[src/common/tcpwm_pkg.sv]
// Overview of operation
// - All three generators run only while the clock register enable bit 7 is set.
// - The source clock is divided by 2 to the power of the 3-bit prescaler code.
// - Source select 0 takes the system clock, 1 the fast internal oscillator or twice it.
// - The shared bound takes bits 10:3 from its high byte and bits 2:1 from low bits 7:6.
// - Each duty is 11 bits: high register bits 10:3, low register bits 7:5 give bits 2:0.
// - Control bit 5 inverts the channel generator output.
// - Control bit 6 reads back the current generator output level.
// - Channel zero bit 4 selects its own wave or zero xor/or one, chosen by bit 0.
// - Channel zero port codes 001, 011 and 100 route to port b 5, port a 0 and port b 4.
// - Channel one bit 4 selects its own wave or channel two's wave.
// - Channel one port codes 001, 011 and 100 route to port b 6, port a 4 and port b 7.
// - Channel two bit 4 selects its wave directly or divided by two.
// - Channel two codes 001, 011, 100 and 101 go to port b 3, port a 3, port b 2, port a 5.
package tcpwm_pkg;
    localparam int TCPWM_DW = 11;
    localparam logic [5:0] TCPWM_A_C0 = 6'h20;
    localparam logic [5:0] TCPWM_A_CLK = 6'h21;
    localparam logic [5:0] TCPWM_A_D0H = 6'h22;
    localparam logic [5:0] TCPWM_A_D0L = 6'h23;
    localparam logic [5:0] TCPWM_A_BH = 6'h24;
    localparam logic [5:0] TCPWM_A_BL = 6'h25;
    localparam logic [5:0] TCPWM_A_C1 = 6'h26;
    localparam logic [5:0] TCPWM_A_D1H = 6'h28;
    localparam logic [5:0] TCPWM_A_D1L = 6'h29;
    localparam logic [5:0] TCPWM_A_C2 = 6'h2c;
    localparam logic [5:0] TCPWM_A_D2H = 6'h2e;
    localparam logic [5:0] TCPWM_A_D2L = 6'h2f;
    localparam int TCPWM_B_EN = 7;
    localparam int TCPWM_B_PSC = 4;
    localparam int TCPWM_B_SRC = 0;
    localparam int TCPWM_B_STAT = 6;
    localparam int TCPWM_B_INV = 5;
    localparam int TCPWM_B_SEL = 4;
    localparam int TCPWM_B_PORT = 1;
    localparam int TCPWM_B_COMB = 0;
    localparam logic [7:0] TCPWM_CLK_RST = 8'h00;
    localparam logic [7:0] TCPWM_CTL_RST = 8'h00;
    localparam logic [2:0] TCPWM_P_OFF = 3'h0;
    localparam logic [2:0] TCPWM_P_1 = 3'h1;
    localparam logic [2:0] TCPWM_P_3 = 3'h3;
    localparam logic [2:0] TCPWM_P_4 = 3'h4;
    localparam logic [2:0] TCPWM_P_5 = 3'h5;
endpackage

[src/common/tcpwm_tick_if.sv]
`timescale 1ns/1ps
interface tcpwm_tick_if;
    logic tick;
    logic [10:0] count;
    modport src (output tick, output count);
    modport dst (input tick, input count);
endinterface

[src/core/tcpwm_timebase.sv]
`timescale 1ns/1ps
module tcpwm_timebase (
    // clock and reset
    input wire logic ref_clk,
    input wire logic sys_rst,
    // source clock pulses
    input wire logic sys_tick,
    input wire logic fast_tick,
    // settings
    input wire logic run,
    input wire logic src_sel,
    input wire logic [2:0] psc,
    input wire logic [10:0] bound,
    // to channels
    tcpwm_tick_if.src tb
);
    import tcpwm_pkg::*;
    typedef struct packed {
        logic [6:0] div;
        logic [10:0] cnt;
        logic tick;
    } tcpwm_tb_t;
    tcpwm_tb_t st_ff, nxt_st;
    logic src_pulse;
    logic div_hit;
    always_comb begin
        src_pulse = src_sel ? fast_tick : sys_tick;
        div_hit = ((st_ff.div & ((7'h01 << psc) - 7'h01)) == ((7'h01 << psc) - 7'h01));
        nxt_st = st_ff;
        nxt_st.tick = 1'b0;
        if (!run) begin
            nxt_st.div = 7'h00;
            nxt_st.cnt = 11'h000;
        end else if (src_pulse) begin
            nxt_st.div = st_ff.div + 7'h01;
            if (div_hit) begin
                nxt_st.div = 7'h00;
                nxt_st.tick = 1'b1;
                // count up to bound then wrap
                nxt_st.cnt = (st_ff.cnt >= bound) ? 11'h000 : st_ff.cnt + 11'h001;
            end
        end
    end
    always_ff @(posedge ref_clk) begin
        if (sys_rst) begin
            st_ff <= '0;
        end else begin
            st_ff <= nxt_st;
        end
    end
    assign tb.tick = st_ff.tick;
    assign tb.count = st_ff.cnt;

    property p_wrap;
        @(posedge ref_clk) disable iff (sys_rst)
        (run && src_pulse && div_hit && st_ff.cnt >= bound) |=> (st_ff.cnt == 11'h000);
    endproperty
    a_wrap: assert property (p_wrap) else $error("counter did not wrap");
    property p_idle;
        @(posedge ref_clk) disable iff (sys_rst)
        !run |=> (st_ff.cnt == 11'h000 && !st_ff.tick);
    endproperty
    a_idle: assert property (p_idle) else $error("counter ran while disabled");
    property p_div1;
        @(posedge ref_clk) disable iff (sys_rst)
        (run && src_pulse && psc == 3'h0) |=> st_ff.tick;
    endproperty
    a_div1: assert property (p_div1) else $error("divide by one missed a tick");
endmodule

[src/core/tcpwm_top.sv]
`timescale 1ns/1ps
module tcpwm_top #(
    parameter bit FAST_DOUBLE = 1'b0
) (
    // clock and reset
    input wire logic ref_clk,
    input wire logic sys_rst,
    // oscillator pulses, one cycle each
    input wire logic fast_internal_oscillator,
    input wire logic fast_internal_oscillator_x2,
    // i/o register port
    input wire logic [5:0] io_addr,
    input wire logic io_wr,
    input wire logic [7:0] io_wdata,
    output logic [7:0] io_rdata,
    // port lines
    output logic port_b_line_5,
    output logic port_a_line_0,
    output logic port_b_line_4,
    output logic port_b_line_6,
    output logic port_a_line_4,
    output logic port_b_line_7,
    output logic port_b_line_3,
    output logic port_a_line_3,
    output logic port_b_line_2,
    output logic port_a_line_5,
    // per-line drive enable from this block
    output logic [9:0] port_oe
);
    import tcpwm_pkg::*;
    typedef struct packed {
        logic [7:0] clk_cfg;
        logic [7:0] bnd_hi;
        logic [1:0] bnd_lo;
        logic [2:0][5:0] ctl;
        logic [2:0][2:0] duty_lo;
        logic [2:0][TCPWM_DW-1:0] duty;
        logic [2:0] wave;
        logic half;
        logic [9:0] pins;
        logic [9:0] oe;
        logic [7:0] rd;
    } tcpwm_st_t;
    tcpwm_st_t st_ff, nxt_st;
    tcpwm_tick_if tb ();
    logic [10:0] bound;
    logic run;
    logic [2:0] gen;
    logic [2:0] sel;
    logic [2:0][2:0] port;
    logic [5:0] caddr [3];
    logic [5:0] haddr [3];
    logic [5:0] laddr [3];

    assign bound = {st_ff.bnd_hi, st_ff.bnd_lo, 1'b0};
    assign run = st_ff.clk_cfg[TCPWM_B_EN];
    assign caddr = '{TCPWM_A_C0, TCPWM_A_C1, TCPWM_A_C2};
    assign haddr = '{TCPWM_A_D0H, TCPWM_A_D1H, TCPWM_A_D2H};
    assign laddr = '{TCPWM_A_D0L, TCPWM_A_D1L, TCPWM_A_D2L};

    tcpwm_timebase u_tb (
        .ref_clk(ref_clk),
        .sys_rst(sys_rst),
        .sys_tick(1'b1),
        .fast_tick(FAST_DOUBLE ? fast_internal_oscillator_x2 : fast_internal_oscillator),
        .run(run),
        .src_sel(st_ff.clk_cfg[TCPWM_B_SRC]),
        .psc(st_ff.clk_cfg[TCPWM_B_PSC +: 3]),
        .bound(bound),
        .tb(tb.src)
    );

    always_comb begin
        for (int i = 0; i < 3; i++) begin
            gen[i] = st_ff.wave[i] ^ st_ff.ctl[i][TCPWM_B_INV];
            port[i] = st_ff.ctl[i][TCPWM_B_PORT +: 3];
        end
        if (!st_ff.ctl[0][TCPWM_B_SEL]) begin
            sel[0] = gen[0];
        end else if (st_ff.ctl[0][TCPWM_B_COMB]) begin
            sel[0] = gen[0] | gen[1];
        end else begin
            sel[0] = gen[0] ^ gen[1];
        end
        // channel one may carry channel two
        sel[1] = st_ff.ctl[1][TCPWM_B_SEL] ? gen[2] : gen[1];
        sel[2] = st_ff.ctl[2][TCPWM_B_SEL] ? st_ff.half : gen[2];
    end

    always_comb begin
        nxt_st = st_ff;
        if (io_wr) begin
            if (io_addr == TCPWM_A_CLK) begin
                nxt_st.clk_cfg = io_wdata & 8'hf1;
            end
            if (io_addr == TCPWM_A_BH) begin
                nxt_st.bnd_hi = io_wdata;
            end
            if (io_addr == TCPWM_A_BL) begin
                nxt_st.bnd_lo = io_wdata[7:6];
            end
            for (int i = 0; i < 3; i++) begin
                if (io_addr == caddr[i]) begin
                    nxt_st.ctl[i] = io_wdata[5:0];
                end
                // low bits kept until high write
                if (io_addr == laddr[i]) begin
                    nxt_st.duty_lo[i] = io_wdata[7:5];
                end
                if (io_addr == haddr[i]) begin
                    nxt_st.duty[i] = {io_wdata, st_ff.duty_lo[i]};
                end
            end
        end
        for (int i = 0; i < 3; i++) begin
            nxt_st.wave[i] = run && (tb.count < st_ff.duty[i]);
        end
        if (!run) begin
            nxt_st.half = 1'b0;
        end else if (st_ff.wave[2] == 1'b0 && nxt_st.wave[2] == 1'b1) begin
            nxt_st.half = ~st_ff.half;
        end
        nxt_st.oe = 10'h000;
        case (port[0])
            TCPWM_P_1: nxt_st.oe[0] = 1'b1;
            TCPWM_P_3: nxt_st.oe[1] = 1'b1;
            TCPWM_P_4: nxt_st.oe[2] = 1'b1;
            default: ;
        endcase
        case (port[1])
            TCPWM_P_1: nxt_st.oe[3] = 1'b1;
            TCPWM_P_3: nxt_st.oe[4] = 1'b1;
            TCPWM_P_4: nxt_st.oe[5] = 1'b1;
            default: ;
        endcase
        case (port[2])
            TCPWM_P_1: nxt_st.oe[6] = 1'b1;
            TCPWM_P_3: nxt_st.oe[7] = 1'b1;
            TCPWM_P_4: nxt_st.oe[8] = 1'b1;
            TCPWM_P_5: nxt_st.oe[9] = 1'b1;
            default: ;
        endcase
        nxt_st.pins = nxt_st.oe & {{4{sel[2]}}, {3{sel[1]}}, {3{sel[0]}}};
        nxt_st.rd = 8'h00;
        for (int i = 0; i < 3; i++) begin
            if (io_addr == caddr[i]) begin
                nxt_st.rd = {1'b0, gen[i], st_ff.ctl[i]};
            end
        end
    end

    always_ff @(posedge ref_clk) begin
        if (sys_rst) begin
            st_ff <= '0;
        end else begin
            st_ff <= nxt_st;
        end
    end

    assign io_rdata = st_ff.rd;
    assign port_oe = st_ff.oe;
    assign {port_a_line_5, port_b_line_2, port_a_line_3, port_b_line_3, port_b_line_7,
            port_a_line_4, port_b_line_6, port_b_line_4, port_a_line_0, port_b_line_5} =
           st_ff.pins;

    property p_duty_apply;
        @(posedge ref_clk) disable iff (sys_rst)
        (io_wr && io_addr == TCPWM_A_D0H) |=>
            (st_ff.duty[0] == {$past(io_wdata), $past(st_ff.duty_lo[0])});
    endproperty
    a_duty_apply: assert property (p_duty_apply) else $error("duty high write not applied");
    property p_low_only;
        @(posedge ref_clk) disable iff (sys_rst)
        (io_wr && io_addr == TCPWM_A_D1L) |=> $stable(st_ff.duty[1]);
    endproperty
    a_low_only: assert property (p_low_only) else $error("low write changed duty");
    property p_off;
        @(posedge ref_clk) disable iff (sys_rst)
        (port[2] == TCPWM_P_OFF) |=> (st_ff.pins[9:6] == 4'h0);
    endproperty
    a_off: assert property (p_off) else $error("disabled channel drove a pin");
    property p_route0;
        @(posedge ref_clk) disable iff (sys_rst)
        (port[0] == TCPWM_P_3) |=> (st_ff.oe[1] && port_a_line_0 == $past(sel[0]));
    endproperty
    a_route0: assert property (p_route0) else $error("channel zero misrouted");
    property p_route1;
        @(posedge ref_clk) disable iff (sys_rst)
        (port[1] == TCPWM_P_4) |=> (st_ff.oe[5] && port_b_line_7 == $past(sel[1]));
    endproperty
    a_route1: assert property (p_route1) else $error("channel one misrouted");
    property p_or;
        @(posedge ref_clk) disable iff (sys_rst)
        (st_ff.ctl[0][TCPWM_B_SEL] && st_ff.ctl[0][TCPWM_B_COMB] && port[0] == TCPWM_P_1)
            |=> (port_b_line_5 == ($past(gen[0]) | $past(gen[1])));
    endproperty
    a_or: assert property (p_or) else $error("or combine wrong");
    property p_swap;
        @(posedge ref_clk) disable iff (sys_rst)
        (st_ff.ctl[1][TCPWM_B_SEL] && port[1] == TCPWM_P_1) |=>
            (port_b_line_6 == $past(st_ff.wave[2] ^ st_ff.ctl[2][TCPWM_B_INV]));
    endproperty
    a_swap: assert property (p_swap) else $error("channel one not carrying two");
    property p_stat;
        @(posedge ref_clk) disable iff (sys_rst)
        (io_addr == TCPWM_A_C2) |=> (io_rdata[TCPWM_B_STAT] == $past(gen[2]));
    endproperty
    a_stat: assert property (p_stat) else $error("status bit wrong");
    property p_inv;
        @(posedge ref_clk) disable iff (sys_rst)
        (st_ff.ctl[0][TCPWM_B_INV] && !st_ff.ctl[0][TCPWM_B_SEL] && port[0] == TCPWM_P_1) |=>
            (port_b_line_5 == !$past(st_ff.wave[0]));
    endproperty
    a_inv: assert property (p_inv) else $error("inversion missing");
    property p_wave;
        @(posedge ref_clk) disable iff (sys_rst)
        (run && tb.count < st_ff.duty[2]) |=> st_ff.wave[2];
    endproperty
    a_wave: assert property (p_wave) else $error("wave low below duty");
    // count only moves on a prescaled tick while running
    property p_step;
        @(posedge ref_clk) disable iff (sys_rst)
        (run && $past(run) && tb.count != $past(tb.count)) |-> tb.tick;
    endproperty
    a_step: assert property (p_step) else $error("count moved without a tick");
endmodule

[config.mk]
export PLATFORM = sky130hd
export DESIGN_NAME = tcpwm_top
export DESIGN_NICKNAME = d
export VERILOG_FILES = /design/src/common/tcpwm_pkg.sv /design/src/common/tcpwm_tick_if.sv /design/src/core/tcpwm_timebase.sv /design/src/core/tcpwm_top.sv
export SDC_FILE = /design/constraint.sdc
export NUM_CORES = 1
export LEC_CHECK = 0
export BUFFER_PORTS_ARGS = -buffer_cell sky130_fd_sc_hd__buf_4
export CORE_MARGIN = 4
export CORE_UTILIZATION = 55
export DETAILED_ROUTE_END_ITERATION = 10
export PLACE_DENSITY = 0.75
export SETUP_SLACK_MARGIN = 0.2
export SLEW_MARGIN = 30
export SYNTH_ARGS = -nofsm -noshare
export SYNTH_HDL_FRONTEND = slang
export SYNTH_SLANG_ARGS = --single-unit
[constraint.sdc]
create_clock -name ref_clk -period 4.9 [get_ports ref_clk]
set_input_delay 0.735 -clock ref_clk [delete_from_list [all_inputs] [get_ports ref_clk]]
set_output_delay 0.735 -clock ref_clk [all_outputs]
set_load 0.05 [all_outputs]
==> results by group, run 1 <==
Min path
  – HP Class: flip-flop to flip-flop

Synth
  – Synth Flop Type: dfxtp_1
  – Yosys reg bits: roughly 120
  – Netlist Area Pre-Place: around 6000 µm²
  – Fraction of registers with async set or reset after synthesis: 0%
  – Largest cells by area after synthesis: dfxtp_1 42%, mux2i_1 13%, ha_1 9.0%
  – Cell taking the most area after synthesis: dfxtp_1
  – Syn Area/Cell: 9.27 µm²
  – Post-synth EDFFs: 0
  – Ys Warns: 0
  – Commonest cells in the netlist: 124 x dfxtp_1, 99 x nor2_1, 76 x mux2i_1
  – Post-Syn Instances: roughly 640
  – Syn_nets: between 700 and 800
  – Synth unique cells: 62
  – Synth top area share: a little over two fifths
  – Top-count cell post-synth: dfxtp_1
  – Sequential area share after synthesis: a little over two fifths

STA
  – Peak Freq: 404 MHz
  – Actual slew at the worst max-slew pin: between 0.9 and 1 ns
  – Minimum clock period: approximately 2.5 ns
  – RSZ-0062 raised after global routing: no
  – Rel. slew slack: 38.4%
  – Final critical-path share of the clock period: slightly above 50%
  – Fin. Hold Viols: 0
  – Clock Skew: 0.00651 ns
  – Setup_tns: 0 ns
  – Setup violations, final: 0
  – Fin. max-slew vios: 0

Critical path
  – Worst Path Max Fanout: 9
  – Slowest stage cell, crit path: a211oi_2
  – Kind of critical path: flip-flop to flip-flop
  – Data required, critical path: approximately 5.3 ns
  – Critical path's top delay family: compound AO/OA/AOI/OAI gates
  – Crit path DAT: between 2 and 3 ns
  – Worst Setup Start Kind: flip-flop
  – CP endpoint kind: flip-flop
  – CP bufs+invs: 0
  – Max incr delay on CP: 0.58 ns
  – Crit path cell chain: ha_1 -> and3_1 -> o311a_1 -> a211oi_2 -> nand3_2 -> o21ai_0

Route
  – DRT iter0 DRCs: approximately 260
  – Final WL: 13100 µm
  – Antenna viol nets, final: 0
  – Vias: ~4600
  – Residual DRC: 0
  – Drt wl/cell: roughly 16 µm
  – Pre-Repair DR Iteration Count: 8
  – Vias per cell: around 5.6

Layout
  – Fraction of layout cells with a size suffix above 1: about 14%
  – Design area: a little under 7000 µm²
  – Area growth, synth to finish: 14.5%
  – Antenna Cells: 0
  – Filler cell count in the final layout: approximately 840
  – Nets: 728

Floorplanning
  – Initial core utilization: between 50 and 60%
  – Die footprint: approximately 13000 µm²
  – Site Rows: 37
  – Core box area: between 10000 and 15000 µm²
  – Die X: 112 µm
  – Die Y: around 110 µm
  – IO Count: 47

Global route
  – First-pass GRT wire length: ~22000 µm
  – GRT Total Usage: a little over a fifth
  – Vias in the first global route: around 4700
  – Largest net degree at the start of global routing: 95
  – Initial antenna violation count: 0
  – Grt ovf: 0

Job
  – Maxcap violations: 0

Outcome
  – Status: finished clean

Clocking
  – Number of gates resized after CTS: 0
  – CTS buffer count: 17
  – Root Driver: clkbuf_8
  – Clk buf depth: 2
  – H-tree Lvls: 4
  – Clk sinks: around 120
  – Post-CTS Setup Inserts: 0
  – CTS tree: yes
  – Clk_lat worst skew: ~0.52 ns
  – Clock transition at path regs: 0.06 ns
  – Cts hold-fix bufs: 0

Place
  – Post-DP Area: a little over 6000 µm²
  – Routability cong.: between 0.8 and 0.9
  – Port bufs: 44
  – DP HPWL: 9120 µm

Pwr
  – PwrDens: between 300 and 400 nW/µm²
  – Maximum vdd ir drop: 0.000215 V
  – Leakage: 2.73 nW
==> layer usage <==
layer	global-route usage [%]	part of all wire, %	vias up
met5	0	0	-
met4	10.2	2.4	0
met3	4.69	5.7	31
met2	36.6	48	129
met1	26.4	44	2159
li1	-	-	2238
==> state kept, by name, summed over array words and instances (netlist names), 7 cells and up <==
name,flops
port,9
st_ff,59
io_rdata,7
port_oe,10
bound,10
u_tb.st_ff,7
u_tb.tb.count,11
==> layout by cell type, fill, tap and decap left out, types with 8 or more instances in the layout <==
cell and count:
dfxtp_1 124, nor2_1 99, mux2i_1 76, inv_1 53, buf_4 44, ha_1 43
nand2_1 25, a21oi_1 17, clkbuf_16 16, nor2b_1 14, nand3_1 13, o21ai_0 12
nand2b_1 9, and3_1 8, nand4_1 8
==> metrics by stage <==
step                      cells  utilization [%]  hold slack [ns]  total power (W)  worst slack, ns
after floorplan             643                -            0.439          0.00107             2.77
after global placement      783             59.7            0.454          0.00110             2.00
after detailed placement    783             59.8            0.469          0.00110             1.92
after CTS                   815             65.5            0.477          0.00233             2.47
after global routing        815             65.5            0.501          0.00239             2.23
final                       815             65.5            0.479          0.00232             2.43
==> path summary, 6_finish.rpt <==
| check | start | end | slack [ns] | depth (start not counted) |
|---|---|---|---|---|
| worst max-delay path | u_tb.tb.count[5]$_SDFFE_PP0P_ | u_tb.tb.count[1]$_SDFFE_PP0P_ | 2.43 | 6 |
| worst min-delay path | st_ff[71]$_SDFFE_PP0P_ | st_ff[71]$_SDFFE_PP0P_ | 0.48 | 2 |
| worst max register to register | u_tb.tb.count[5]$_SDFFE_PP0P_ | u_tb.tb.count[1]$_SDFFE_PP0P_ | 2.43 | 6 |
| worst min register to register | st_ff[71]$_SDFFE_PP0P_ | st_ff[71]$_SDFFE_PP0P_ | 0.48 | 2 |
==> worst reg2reg max path, stage by stage, from the launching register on <==
cell	delay, ns
dfxtp_1	0.57
ha_1	0.33
and3_1	0.17
o311a_1	0.33
a211oi_2	0.58
nand3_2	0.23
o21ai_0	0.18
==> report_power, final <==
group          internal, W  switching [W]
combinational    0.0000193      0.0000451
sequential         0.00101     0.00000155
clock             0.000743       0.000503
==> kinds of logic after synthesis <==
logic type | after synthesis | synth area share [%]
XOR/XNOR | 9 | 1.32
buffers and inverters | 93 | 7.29
AND/OR/NAND/NOR | 215 | 18.5
adder cells (fa/ha/maj) | 43 | 9.03
AO/OA/AOI/OAI | 81 | 9.16
multiplexers | 77 | 13.0
other | 1 | 0.0629
flip-flops | 124 | 41.7
==> layout make-up <==
cell class	instances	area [µm²]	area share (%)
Clock buffer	17	414	6.07
Tap cell	136	170	2.49
Timing Repair Buffer	44	330	4.84
Inverter	53	199	2.92
Clock inverter	15	176	2.59
Sequential cell	124	2480	36.4
Multi-Input combinational cell	426	3050	44.7
No activity file was read; power rests on OpenSTA's default activity.
==> run 2, diff against run 1 <==
==> constraint.sdc (replaced) <==
create_clock -name ref_clk -period 2.6 [get_ports ref_clk]
set_input_delay 0.39 -clock ref_clk [delete_from_list [all_inputs] [get_ports ref_clk]]
set_output_delay 0.39 -clock ref_clk [all_outputs]
set_load 0.05 [all_outputs]
==> results by group, run 2 (synthesis results as in run 1) <==
Layout
  – Nets: 738 (+1.4%)
  – Fraction of layout cells with a size suffix above 1: 14.8% (+1.1 points)
  – Antenna Cells: 0 (unchanged)
  – Filler cell count in the final layout: 835 (unchanged)
  – Area growth, synth to finish: 15.4%
  – Most frequent cells in the layout: 124 x dfxtp_1, 99 x nor2_1, 76 x mux2i_1
  – Design area: 6880 µm² (+0.84%)
  – Commonest non-fill, non-tap cell in the layout: dfxtp_1
  – Final Util: 66.0% (+0.55 points)
  – Max reg flops: 59 (unchanged)
  – Biggest register: st_ff

Pwr
  – Leakage: 2.76 nW (+1.3%)
  – PwrDens: 627 nW/µm² (+84%)
  – Sw Share: 22.9% (-0.77 points)
  – Comb power frac: 2.9% (about the same)
  – Part of the power in registers: 44.2% (+0.6 points)
  – Pint: 0.00333 W (+88%)
  – Maximum vdd ir drop: 0.000480 V (+120%)
  – Design Power: 0.00431 W (+86%)
  – Clock power share: 52.9% (-0.8 points)
  – Switching pwr: 0.000988 W (+80%)

Place
  – Worst slack at placement: 0.381 ns (-1.54 ns)
  – DP HPWL: 9270 µm (+1.7%)
  – Routability cong.: 0.856 (+3.5%)
  – Post-DP Area: 6300 µm² (+1.1%)
  – Port bufs: 44 (unchanged)

Floorplanning
  – Core box area: 10400 µm² (unchanged)
  – Die Y: 112 µm (unchanged)
  – Die footprint: 12600 µm² (unchanged)
  – IO Count: 47 (unchanged)
  – Initial core utilization: 57.2% (unchanged)
  – Site Rows: 37 (unchanged)
  – Die X: 112 µm (unchanged)

Global route
  – Initial antenna violation count: 0 (unchanged)
  – Vias in the first global route: 4734 (+1.7%)
  – First-pass GRT wire length: 22300 µm (+1.3%)
  – Largest net degree at the start of global routing: 92 (-3.2%)
  – Grt ovf: 0 (unchanged)
  – GRT Total Usage: 22.0% (+0.32 points)

Clocking
  – Clk sinks: 124 (unchanged)
  – Post-CTS Setup Inserts: 0 (unchanged)
  – Clock transition at path regs: 0.06 ns (about the same)
  – H-tree Lvls: 4 (unchanged)
  – Number of gates resized after CTS: 0 (unchanged)
  – Cts hold-fix bufs: 0 (unchanged)
  – CTS buffer count: 17 (unchanged)
  – CTS tree: yes
  – Clk buf depth: 2 (unchanged)
  – Root Driver: clkbuf_8
  – Clk_lat worst skew: 0.52 ns (about the same)

STA
  – RSZ-0062 raised after global routing: no
  – Fin. Hold Viols: 0 (unchanged)
  – Actual slew at the worst max-slew pin: 0.899 ns (-0.0239 ns)
  – Final critical-path share of the clock period: 86.5% (+36 points)
  – Rel. slew slack: 40.0% (+1.6 points)
  – Fin. max-slew vios: 0 (unchanged)
  – Setup violations, final: 0 (unchanged)
  – Clock Skew: 0.00587 ns (-0.000643 ns)
  – Setup_tns: 0 ns (unchanged)
  – Peak Freq: 445 MHz (+10%)
  – Worst setup margin: 0.352 ns (-2.08 ns)
  – Minimum clock period: 2.25 ns (-0.224 ns)

Route
  – Vias: 4616 (+1.3%)
  – Drt wl/cell: 16.2 µm (+0.50%)
  – Pre-Repair DR Iteration Count: 4 (-4)
  – Final WL: 13400 µm (+1.7%)
  – Residual DRC: 0 (unchanged)
  – Vias per cell: 5.60 (about the same)
  – DRT iter0 DRCs: 279 (+8.6%)
  – Antenna viol nets, final: 0 (unchanged)

Critical path
  – Max incr delay on CP: 0.68 ns (+0.10 ns)
  – Crit path cell chain: inv_1 -> ha_1 -> a21oi_1 -> a21boi_0 -> or4b_2 -> a211oi_1 -> mux2i_1
  – CP endpoint kind: flip-flop
  – Data required, critical path: 3.04 ns (-2.30 ns)
  – Kind of critical path: flip-flop to flip-flop
  – Crit path DAT: 2.69 ns (-0.22 ns)
  – Slowest stage cell, crit path: or4b_2
  – Worst Setup Start Kind: flip-flop
  – Worst Path Max Fanout: 3 (-6)

Job
  – Maxcap violations: 0 (unchanged)

Min path
  – HP Class: primary input to flip-flop

Outcome
  – Status: finished clean
[run 2: final timing paths]
| kind | from | end | slack (ns) | depth (start not counted) |
|---|---|---|---|---|
| max | st_ff[63]$_SDFFE_PP0P_ | st_ff[28]$_SDFFE_PP0P_ | 0.35 | 7 |
| min | sys_rst | st_ff[64]$_SDFFE_PP0P_ | 0.09 | 2 |
| max reg2reg | st_ff[63]$_SDFFE_PP0P_ | st_ff[28]$_SDFFE_PP0P_ | 0.35 | 7 |
| min reg2reg | st_ff[73]$_SDFFE_PP0P_ | st_ff[73]$_SDFFE_PP0P_ | 0.49 | 2 |
[run 2: per-stage QoR]
| stage | std cells | hold slack [ns] |
|---|---|---|
| after CTS | 825 | 0.0679 |
| after global routing | 825 | 0.0704 |
| after floorplan | 643 | 0.439 |
| after global placement | 793 | 0.462 |
| after detailed placement | 793 | 0.473 |
| final | 825 | 0.0881 |
[run 2: layout make-up]
type	instances	area (µm²)	area share, %
Clock buffer	18	418	6.08
Timing Repair Buffer	54	405	5.89
Sequential cell	124	2480	36.1
Inverter	53	199	2.89
Multi-Input combinational cell	426	3040	44.2
Tap cell	136	170	2.47
Clock inverter	14	161	2.35
[run 2: layer usage]
| metal | GRT usage (%) | share of wire, % | wire length (µm) | up-vias |
|---|---|---|---|---|
| met5 | 0 | 0 | 0 | - |
| met4 | 13.5 | 5.2 | 694 | 0 |
| met3 | 5.07 | 5.0 | 670 | 52 |
| met2 | 35.6 | 46 | 6160 | 150 |
| met1 | 26.6 | 44 | 5850 | 2151 |
| li1 | - | - | - | 2263 |
[run 2: power by group through the flow]
stage / logic [W] / registers, W / clock network [W]
after floorplan: 0.0000691 / 0.00195 / 0
after global placement: 0.000120 / 0.00195 / 0
after detailed placement: 0.000123 / 0.00195 / 0
after CTS: 0.000124 / 0.00191 / 0.00232
after global routing: 0.000133 / 0.00191 / 0.00241
final: 0.000124 / 0.00191 / 0.00228
[run 2: worst max-delay path: cells and delay by family (launching register included)]
kind,cells,cell delay (ns)
AOI/OAI and AO/OA,3,0.58
adders and majority gates,1,0.32
buffers and inverters,1,0.05
DFF,1,0.33
muxes,1,0.23
and+or+nand+nor,1,0.68
